$ cat src/common/sar_params.svh
// Register indices, field positions and conversion timing of the sequencer
`ifndef SAR_PARAMS_SVH
`define SAR_PARAMS_SVH

// Register indices; byte address is four times the index
`define IDX_RESULT     8'h19
`define IDX_CHANNEL    8'h1b
`define IDX_CTRL_B     8'h1c
`define IDX_CTRL_A     8'h1d

// Control A field positions
`define CA_EN          7
`define CA_SC          6
`define CA_ATE         5
`define CA_FLAG        4
`define CA_IE          3
`define CA_PS_HI       2

// Reset values
`define RST_BYTE       8'h00
`define RST_WORD       32'h0000_0000

// Conversion timing in converter clock cycles from the start edge
`define LEN_NORMAL     5'd13
`define LEN_FIRST      5'd25
`define SH_NORMAL      5'd3
`define SH_FIRST       5'd16
`define SH_AUTO        5'd2

// Trigger source code that means free running
`define SRC_FREERUN    3'h0
// Successive approximation start point
`define SAR_MSB        8'h80

`endif

$ cat src/common/sar_pkg.sv
// Types shared by the conversion sequencer and its prescaler
package sar_pkg;

  typedef enum logic [0:0] {
    PH_IDLE = 1'b0,
    PH_RUN  = 1'b1
  } phase_type;

  typedef struct packed {
    logic [6:0] count;
  } presc_state_type;

  typedef struct packed {
    logic        converter_enable;
    logic        sc;
    logic        ate;
    logic        flag;
    logic        ie;
    logic [2:0]  ps;
    logic [2:0]  ts;
    logic [1:0]  chan_tmp;
    logic [1:0]  chan_act;
    logic [7:0]  result;
    phase_type   phase;
    logic        long_conv;
    logic        auto_conv;
    logic        first;
    logic [4:0]  cnt;
    logic [7:0]  sar;
    logic [7:0]  mask;
    logic [3:0]  trig_dly;
    logic        halt_prev;
    logic        sample;
    logic        irq;
    logic        pready;
    logic        pslverr;
    logic [31:0] prdata;
  } seq_state_type;

endpackage

$ cat src/rtl/sar_prescaler.sv
// Converter clock prescaler producing a one-cycle tick enable
`timescale 1ns/1ps
`default_nettype none

module sar_prescaler
  import sar_pkg::*;
(
  // Clock and reset
  input  wire logic       pclk,
  input  wire logic       presetn,
  // Control
  input  wire logic       run,
  input  wire logic       restart,
  input  wire logic [2:0] div_select,
  // Converter clock enable
  output logic            tick
);
  import sar_pkg::*;

  presc_state_type s;
  presc_state_type n;
  logic [6:0]      mask;

  // Codes 0 and 1 both divide by two
  function automatic logic [6:0] div_mask(input logic [2:0] sel);
    logic [7:0] m;
    m = 8'h01;
    if (sel > 3'h1) begin
      m = (8'h01 << sel) - 8'h01;
    end
    return m[6:0];
  endfunction

  always_comb begin
    n = s;
    mask = div_mask(div_select);
    tick = run && !restart && ((s.count & mask) == mask);
    if (!run || restart) begin
      n.count = 7'h00;
    end else begin
      n.count = s.count + 7'h01;
    end
  end

  always_ff @(posedge pclk or negedge presetn) begin
    if (!presetn) begin
      s <= '0;
    end else begin
      s <= n;
    end
  end
endmodule

`default_nettype wire

$ cat src/rtl/sar_sequencer.sv
// Successive-approximation conversion sequencer with APB register slave
//
// Implementation choices: the APB register port and the register offsets.
`timescale 1ns/1ps
`default_nettype none
`include "sar_params.svh"

module sar_sequencer
  import sar_pkg::*;
#(
  parameter int ADDR_W = 12
)(
  // Clock and reset
  input  wire logic              pclk,
  input  wire logic              presetn,
  // APB slave
  input  wire logic              psel,
  input  wire logic              penable,
  input  wire logic              pwrite,
  input  wire logic [ADDR_W-1:0] paddr,
  input  wire logic [31:0]       pwdata,
  output logic      [31:0]       prdata,
  output logic                   pready,
  output logic                   pslverr,
  // Trigger sources, index 0 unused
  input  wire logic [7:0]        trig_src,
  // Processor sleep and interrupt handshake
  input  wire logic              cpu_halted,
  input  wire logic              canceler_mode,
  input  wire logic              irq_ack,
  output logic                   conv_irq,
  // Analog front end
  input  wire logic              cmp_above,
  output logic                   analog_enable,
  output logic      [1:0]        channel_mux,
  output logic      [7:0]        dac_code,
  output logic                   sample_hold,
  output logic                   busy
);
  import sar_pkg::*;

  seq_state_type s;
  seq_state_type n;
  logic          tick;
  logic          setup;
  logic          wr;
  logic [7:0]    idx;
  logic          sel_src;
  logic          trig_edge;
  logic          trig_evt;
  logic          sleep_evt;
  logic          start_evt;
  logic          done_evt;
  logic          freerun;
  logic [4:0]    cnt_next;

  function automatic logic [4:0] conv_len(input logic long_c);
    return long_c ? `LEN_FIRST : `LEN_NORMAL;
  endfunction

  function automatic logic [4:0] sh_point(input logic long_c,
                                           input logic auto_c);
    logic [4:0] p;
    p = `SH_NORMAL;
    if (long_c) begin
      p = `SH_FIRST;
    end else if (auto_c) begin
      p = `SH_AUTO;
    end
    return p;
  endfunction

  function automatic logic reg_known(input logic [7:0] i);
    return i == `IDX_RESULT || i == `IDX_CHANNEL ||
           i == `IDX_CTRL_B || i == `IDX_CTRL_A;
  endfunction

  sar_prescaler u_presc (
    .pclk       (pclk),
    .presetn    (presetn),
    .run        (s.converter_enable),
    .restart    (trig_evt),
    .div_select (s.ps),
    .tick       (tick)
  );

  always_comb begin
    n         = s;
    setup     = psel && !penable;
    wr        = psel && penable && s.pready && pwrite;
    idx       = paddr[9:2];
    freerun   = s.ate && s.ts == `SRC_FREERUN;
    sel_src   = (s.ts == `SRC_FREERUN) ? s.flag : trig_src[s.ts];
    trig_edge = s.trig_dly[2] && !s.trig_dly[3];
    start_evt = 1'b0;
    done_evt  = 1'b0;
    cnt_next  = s.cnt + 5'd1;

    // APB: one access cycle, read data captured in setup, write data in access
    n.pready  = setup;
    n.pslverr = 1'b0;
    if (setup) begin
      n.prdata  = `RST_WORD;
      n.pslverr = !reg_known(idx) || paddr[1:0] != 2'b00;
      case (idx)
        `IDX_RESULT:  n.prdata[7:0] = s.result;
        `IDX_CHANNEL: n.prdata[1:0] = s.chan_tmp;
        `IDX_CTRL_B:  n.prdata[2:0] = s.ts;
        `IDX_CTRL_A:  n.prdata[7:0] = {s.converter_enable, s.sc, s.ate, s.flag,
                                       s.ie, s.ps};
        default:      n.prdata      = `RST_WORD;
      endcase
    end

    // Software writes; result register has no write path
    if (wr && paddr[1:0] == 2'b00) begin
      case (idx)
        `IDX_CHANNEL: n.chan_tmp = pwdata[1:0];
        `IDX_CTRL_B:  n.ts       = pwdata[2:0];
        `IDX_CTRL_A: begin
          n.converter_enable = pwdata[`CA_EN];
          n.ate  = pwdata[`CA_ATE];
          n.ie   = pwdata[`CA_IE];
          n.ps   = pwdata[`CA_PS_HI:0];
          if (pwdata[`CA_EN] && !s.converter_enable) begin
            n.first = 1'b1;
          end
          if (pwdata[`CA_SC] && pwdata[`CA_EN]) begin
            n.sc = 1'b1;
          end
          if (pwdata[`CA_FLAG]) begin
            n.flag = 1'b0;
          end
        end
        default: n.ps = n.ps;
      endcase
    end
    if (irq_ack) begin
      n.flag = 1'b0;
    end

    // Three-stage trigger delay, then edge detect
    n.trig_dly = {s.trig_dly[2:0], sel_src};
    trig_evt = s.converter_enable && s.ate && s.ts != `SRC_FREERUN && trig_edge &&
               s.phase == PH_IDLE && !s.sc;
    // Trigger event is the start edge; prescaler restarts with it
    if (trig_evt) begin
      n.sc        = 1'b1;
      n.auto_conv = 1'b1;
      n.phase     = PH_RUN;
      n.cnt       = 5'd0;
      n.long_conv = s.first;
      n.first     = 1'b0;
    end

    // Noise canceler start on processor halt
    n.halt_prev = cpu_halted;
    sleep_evt = cpu_halted && !s.halt_prev && canceler_mode && s.converter_enable &&
                !s.ate && s.phase == PH_IDLE && !s.sc;
    if (sleep_evt) begin
      n.sc = 1'b1;
    end

    // Conversion sequence on converter clock edges
    n.sample = 1'b0;
    if (s.phase == PH_IDLE && s.sc && s.converter_enable && tick) begin
      start_evt   = 1'b1;
      n.phase     = PH_RUN;
      n.cnt       = 5'd0;
      n.long_conv = s.first;
      n.first     = 1'b0;
    end else if (s.phase == PH_RUN && tick) begin
      n.cnt = cnt_next;
      if (cnt_next == sh_point(s.long_conv, s.auto_conv)) begin
        n.sample = 1'b1;
        n.sar    = `SAR_MSB;
        n.mask   = `SAR_MSB;
      end else if (s.mask != 8'h00) begin
        n.sar  = (cmp_above ? s.sar : (s.sar & ~s.mask)) |
                 (s.mask >> 1);
        n.mask = s.mask >> 1;
      end
      if (cnt_next == conv_len(s.long_conv)) begin
        done_evt    = 1'b1;
        n.result    = s.sar;
        n.flag      = 1'b1;
        n.long_conv = 1'b0;
        n.auto_conv = 1'b0;
        n.cnt       = 5'd0;
        if (freerun) begin
          n.phase = PH_RUN;
        end else begin
          n.phase = PH_IDLE;
          n.sc    = 1'b0;
        end
      end
    end

    // Disabling ends any conversion; sleep modes never touch this
    if (!n.converter_enable) begin
      n.phase     = PH_IDLE;
      n.sc        = 1'b0;
      n.cnt       = 5'd0;
      n.mask      = 8'h00;
      n.long_conv = 1'b0;
      n.auto_conv = 1'b0;
    end

    // Channel reload while idle or in last cycle of a conversion
    if (s.phase == PH_IDLE ||
        s.cnt == conv_len(s.long_conv) - 5'd1) begin
      n.chan_act = s.chan_tmp;
    end

    n.irq = n.flag && n.ie;
  end

  always_ff @(posedge pclk or negedge presetn) begin
    if (!presetn) begin
      s <= '0;
    end else begin
      s <= n;
    end
  end

  assign prdata        = s.prdata;
  assign pready        = s.pready;
  assign pslverr       = s.pslverr;
  assign conv_irq      = s.irq;
  assign analog_enable = s.converter_enable;
  assign channel_mux   = s.chan_act;
  assign dac_code      = s.sar;
  assign sample_hold   = s.sample;
  assign busy          = s.sc;
endmodule

`default_nettype wire

$ cat config.mk
export PLATFORM = sky130hd
export DESIGN_NAME = sar_sequencer
export DESIGN_NICKNAME = d
export VERILOG_FILES = /design/src/common/sar_pkg.sv /design/src/rtl/sar_prescaler.sv /design/src/rtl/sar_sequencer.sv
export VERILOG_INCLUDE_DIRS = /design/src /design/src/common
export SDC_FILE = /design/constraint.sdc
export NUM_CORES = 1
export LEC_CHECK = 0
export BUFFER_PORTS_ARGS = -buffer_cell sky130_fd_sc_hd__buf_4
export CORE_MARGIN = 2
export CORE_UTILIZATION = 53
export DETAILED_ROUTE_END_ITERATION = 12
export PLACE_DENSITY = 0.81
export SYNTH_ARGS = -nofsm -noshare
export SYNTH_HDL_FRONTEND = slang
export SYNTH_SLANG_ARGS = --single-unit
$ cat constraint.sdc
create_clock -name pclk -period 3.15 [get_ports pclk]
set_clock_uncertainty 0.2 [all_clocks]
set_input_delay 0.315 -clock pclk [delete_from_list [all_inputs] [get_ports pclk]]
set_output_delay 0.315 -clock pclk [all_outputs]
set_load 0.01 [all_outputs]
==> results of run 1 <==
cell families after synthesis:
family,Yosys count,share of synthesized area (%)
adders and majority gates,4,1.29
xor gates and xnor gates,10,2.25
buffers and inverters,72,11.8
DFF,72,46.3
other,1,0.0964
muxes,30,9.46
AOI/OAI and AO/OA,81,14.7
and+or+nand+nor,100,14.1
sequential cells by signal, summed over array words and instances, names as in the netlist, 2 cells and up:
| signal | count |
|---|---|
| channel_mux | 2 |
| dac_code | 8 |
| n | 3 |
| prdata | 8 |
| s | 38 |
| u_presc.s | 7 |
through the flow:
step	total power, uW	std cells	worst slack [ps]	utilization, %
after detailed placement	1050	497	459	57.9
after CTS	1880	517	443	61.7
after global placement	1040	497	488	57.9
final	1860	517	441	61.7
after floorplan	1010	393	846	-
after global routing	1930	517	274	61.7
final timing paths:
kind	from	endpoint	slack, ps	cells after the start
setup / recovery	s[57]	s[73]	440	6
hold / removal	pwdata[2]	s[83]	10	2
setup reg to reg	s[57]	s[73]	440	6
hold reg to reg	n[39]	n[40]	160	0
max in group asynchronous	presetn	s[48]	1740	2
min in group asynchronous	presetn	dac_code[0]	430	2
Yosys cell counts, types with 6 or more instances:
master,n
a21oi_1,14
buf_4,43
dfrtp_1,72
inv_1,16
mux2_2,14
mux2i_1,6
nand2_1,32
nand2b_1,6
nor2_1,16
nor4_1,7
o211ai_1,9
o21ai_0,24
xor2_1,6
per-layer routing:
| layer | share of wire [%] | up-vias | global-route usage, % |
|---|---|---|---|
| li1 | - | 1336 | - |
| met1 | 44 | 1404 | 28.3 |
| met2 | 48 | 110 | 35.6 |
| met3 | 6.8 | 16 | 6.49 |
| met4 | 1.9 | 0 | 7.33 |
| met5 | 0 | - | 0 |
repair_timing:
item                      CTS  global route
hold endpoints to repair   75             0
hold buffers                4             0
setup buffers               0             0
power groups by stage:
stage	Sequential (uW)	Clock (uW)	Combinational [uW]
global placement	949	0	93.9
CTS	931	845	100
finish	932	827	98.8
detailed placement	950	0	95.5
floorplan	950	0	56.2
global route	932	886	112
area by class of cell:
cell class / count / area (sq um) / area share (%)
sequential: 72 / 1800 / 40.7
multi-input combinational: 249 / 1710 / 38.7
timing repair buffer: 65 / 498 / 11.2
clock buffer: 11 / 151 / 3.42
tap: 99 / 124 / 2.80
clock inverter: 5 / 78.8 / 1.78
inverter: 16 / 60.1 / 1.36
cells in the final DEF, fill, tap and decap left out, types with 6 or more instances in the layout:
| master | n |
|---|---|
| conb_1 | 24 |
| mux2i_1 | 6 |
| nor2_1 | 16 |
| clkbuf_8 | 11 |
| buf_4 | 61 |
| xor2_1 | 6 |
| o21ai_0 | 24 |
| inv_1 | 16 |
| dfrtp_1 | 72 |
| mux2_2 | 14 |
| nand2b_1 | 6 |
| nor4_1 | 7 |
| o211ai_1 | 9 |
| a21oi_1 | 14 |
| nand2_1 | 32 |
==> metrics.yaml, run 1 <==
cp_cell_sequence: "ha_1 > or2_1 > a21oi_1 > o311a_1 > and2_1 > mux2_1"
rsz0062_at_grt: "false"
drv_slew: 0
powerDensity_mw_per_mm2: 419
cts_sinks: 72
ys_types: 58
cts_tree: "built"
end_kind: "flop"
synth_ff_type: "dfrtp_1"
cap_violations: 0
tns_ps: 0
cts_resized: 0
cts.clk_slew.worst_paths_ps: 80
drtIter0Drc: 135
relSlewSlack_pct: 41.2
drive_gt1_share_pct: 26.6
grt_usage_pct: 21.9
h-tree-depth: 3
comb_power_share_pct: 5.3
yosysTopAreaCell: "dfrtp_1"
synth_sequential_area_ratio_pct: 46.3
grt_max_degree: 73
switching_share_pct: 21.4
fin_hold_ws_ps: 13.6
synth_edf_count: 0
num_antenna_cells: 0
cp.arrival_ps: 2740
die_height_um: 89.7
dr.pass1.iters: 4
cts_buffers: 9
startpoint_type: "flop"
syn_inst: 370
antenna_found_initial: 0
clock.fmax_ghz: 0.369
postSynth.asyncResetShare_pct: 100
crit_path_max_incr_delay_ps: 580
avgSynthCellArea_sq_um: 10.5
yosys-top-cells-area: "dfrtp_1 46%, buf_4 8.3%, mux2_2 4.1%"
syn_area_sq_mm: 0.00389
gp_congestion: 0.841
die_w_um: 89.7
net-switching-power_uw: 398
syn_to_final_growth_pct: 13.8
drc: 0
viasPerCell: 5.54
worst_ep_required_time_ps: 3180
dieArea_sq_mm: 0.00804
irDropWorstVdd_v: 0.000224
rows: 31
grt-ovfl-total: 0
nNetsFinal: 478
period_minus_slack_ps: 2710
initial_core_util_pct: 54.2
internal_power_uw: 1460
setup_viol: 0
power_leakage_uw: 0.00202
hold_viol_final: 0
power_frac_clock_pct: 44.5
status: "completed"
drtAntennaViolNets: 0
crit_buf_inv: 0
drt-total-wl_mm: 8.15
ios: 109
post_dp_cell_area_sq_mm: 0.00416
tightest_slew_ps: 883
detail_route.wl_per_cell_um: 15.8
cp_slowest_cell: "and2_1"
clk_latency_ps: 340
port_buffers: 57
dp_hpwl_mm: 5.89
timing.critical_path.max_delay_family: "simple AND/OR/NAND/NOR gates"
core_sq_mm: 0.00718
post-route-period-util_pct: 86.0
p_seq_share_pct: 50.2
grt_pass1_wl_mm: 13.3
ys_ff_latch: 72
clockBufferDepth: 2
grt_pass1_vias: 2775
crit_fanout: 14
root_buffer: "clkbuf_8"
finalInstanceArea_sq_mm: 0.00443
worstSetupPathType: "flop to flop"
vias: 2866
ys_warn_count: 0
n_fill_cell: 592
hold_path.class: "input pin to flop"
synth_top_area_share_pct: 46.3
No activity file was read; power rests on OpenSTA's default activity.
==> run 2, diff against run 1 <==
--- a/config.mk
+++ b/config.mk
@@ -9,6 +9,7 @@
 export BUFFER_PORTS_ARGS = -buffer_cell sky130_fd_sc_hd__buf_4
 export CORE_MARGIN = 2
 export CORE_UTILIZATION = 53
+export CTS_BUF_LIST = sky130_fd_sc_hd__clkbuf_16
 export DETAILED_ROUTE_END_ITERATION = 12
 export PLACE_DENSITY = 0.81
 export SYNTH_ARGS = -nofsm -noshare
==> run 2 against run 1 <==
Design area is 1.6% higher. Worst hold slack better by 1.8 ps. Global-route usage is 0.59 points higher. Non-clock buffer count is 1 lower. Clock power is 28% higher. Critical path depth stayed put. Utilization is 0.99 points higher. Clock-buffer cell count is 2 lower. Combinational power is 1% lower. Largest power group is now clock.
==> metrics.yaml, run 2 (same netlist as run 1, synthesis figures left out) <==
period_minus_slack_ps: 2740  # was 2710 ps
startpoint_type: "flop"  # unchanged
cp_cell_sequence: "ha_1 > or2_1 > a21oi_1 > o311a_1 > and2_1 > mux2_1"  # unchanged
layoutNonFillerInstCount: 516  # was 517
dr.pass1.iters: 4  # unchanged
nNetsFinal: 477  # was 478
crit_path_max_incr_delay_ps: 600  # was 580 ps
seq_area_sq_mm: 0.00180  # unchanged
port_buffers: 57  # unchanged
fin_ws_ps: 409  # was 441 ps
grt-ovfl-total: 0  # unchanged
die_height_um: 89.7  # unchanged
cts.clk_slew.worst_paths_ps: 50  # was 80 ps
drive_gt1_share_pct: 26.1  # was 26.6%
cp_slowest_cell: "and2_1"  # unchanged
core_sq_mm: 0.00718  # unchanged
drtAntennaViolNets: 0  # unchanged
drv_slew: 0  # unchanged
post_dp_cell_area_sq_mm: 0.00416  # unchanged
clock.fmax_ghz: 0.365  # was 0.369 GHz
post-route-util_pct: 62.7  # was 61.7%
finalInstanceArea_sq_mm: 0.00450  # was 0.00443 sq mm
largest_register_ffs: 38  # unchanged
grt_pass1_vias: 2822  # was 2775
gp_congestion: 0.841  # unchanged
hold_viol_final: 0  # unchanged
setup_viol: 0  # unchanged
power_leakage_uw: 0.00205  # was 0.00202 uW
cts_tree: "built"  # unchanged
timing.critical_path.max_delay_family: "simple AND/OR/NAND/NOR gates"  # unchanged
viasPerCell: 5.54  # about the same
cts_sinks: 72  # unchanged
crit_fanout: 14  # unchanged
worst_ep_required_time_ps: 3160  # was 3180 ps
ios: 109  # unchanged
grt_max_degree: 73  # unchanged
status: "completed"  # unchanged
clk_latency_ps: 330  # was 340 ps
cts_resized: 0  # unchanged
dieArea_sq_mm: 0.00804  # unchanged
hold_path.class: "input pin to flop"  # unchanged
cp.arrival_ps: 2750  # was 2740 ps
drt-total-wl_mm: 8.35  # was 8.15 mm
tns_ps: 0  # unchanged
root_buffer: "clkbuf_16"  # was clkbuf_8
antenna_found_initial: 0  # unchanged
dp_hpwl_mm: 5.89  # unchanged
n_fill_cell: 573  # was 592
die_w_um: 89.7  # unchanged
final_common_cell: "dfrtp_1"  # unchanged
rows: 31  # unchanged
drtIter0Drc: 193  # was 135
crit_buf_inv: 0  # unchanged
detail_route.wl_per_cell_um: 16.2  # was 15.8 um
clockBufferDepth: 2  # unchanged
drc: 0  # unchanged
place_ws_ps: 459  # unchanged
tightest_slew_ps: 883  # about the same
relSlewSlack_pct: 41.1  # was 41.2%
initial_core_util_pct: 54.2  # unchanged
rsz0062_at_grt: "false"  # unchanged
cap_violations: 0  # unchanged
h-tree-depth: 3  # unchanged
vias: 2859  # was 2866
final_cell_mix: "72 x dfrtp_1, 61 x buf_4, 32 x nand2_1"  # unchanged
cts_buffers: 9  # unchanged
worstSetupPathType: "flop to flop"  # unchanged
post-route-period-util_pct: 87.0  # was 86.0%
powerDensity_mw_per_mm2: 466  # was 419 mW/mm^2
irDropWorstVdd_v: 0.000297  # was 0.000224 V
cts_hold_buf: 3  # was 4
regMostFlops: "s"  # unchanged
syn_to_final_growth_pct: 15.7  # was 13.8%
multi_input_comb_area_sq_mm: 0.00171  # unchanged
grt_pass1_wl_mm: 13.6  # was 13.3 mm
end_kind: "flop"  # unchanged
num_antenna_cells: 0  # unchanged
post_cts_buffers: 0  # unchanged
grt_usage_pct: 22.5  # was 21.9%
dpl.cell_count: 497  # unchanged
==> run 2: per-layer routing <==
layer	vias to the layer above	GRT usage, %	part of all wire, %
met4	0	7.33	1.6
met5	-	0	0
met1	1399	29.2	43
li1	1332	-	-
met2	115	36.9	49
met3	13	6.03	7.3
==> run 2: through the flow <==
step / total power [uW] / hold WS (ps)
after floorplan: 1010 / -181
after global routing: 2160 / 15.2
after CTS: 2110 / 6.72
after detailed placement: 1050 / 136
final: 2090 / 15.4
after global placement: 1040 / 136
==> run 2: final timing paths <==
kind / from / to / slack, ps / cells after the start
max: s[57] / s[66] / 410 / 6
min: pwdata[5] / s[86] / 20 / 2
max reg2reg: s[57] / s[66] / 410 / 6
min reg2reg: n[39] / n[40] / 160 / 0
min in group asynchronous: presetn / s[36] / 430 / 2
max in group asynchronous: presetn / n[40] / 1730 / 2
==> run 2: final cells by class <==
class / instances / area share (%)
Clock buffer: 9 / 5.01
Clock inverter: 7 / 1.92
Inverter: 16 / 1.33
Multi-Input combinational cell: 249 / 38.1
Sequential cell: 72 / 40.0
Tap cell: 99 / 2.75
Timing Repair Buffer: 64 / 10.8
==> run 2: where the power goes <==
group | switching [uW] | leakage [uW] | internal [uW] | total [uW]
sequential | 2.60 | 0.000956 | 931 | 933
combinational | 55.4 | 0.000943 | 42.1 | 97.5
clock | 378 | 0.000154 | 686 | 1060
total | 436 | 0.00205 | 1660 | 2090
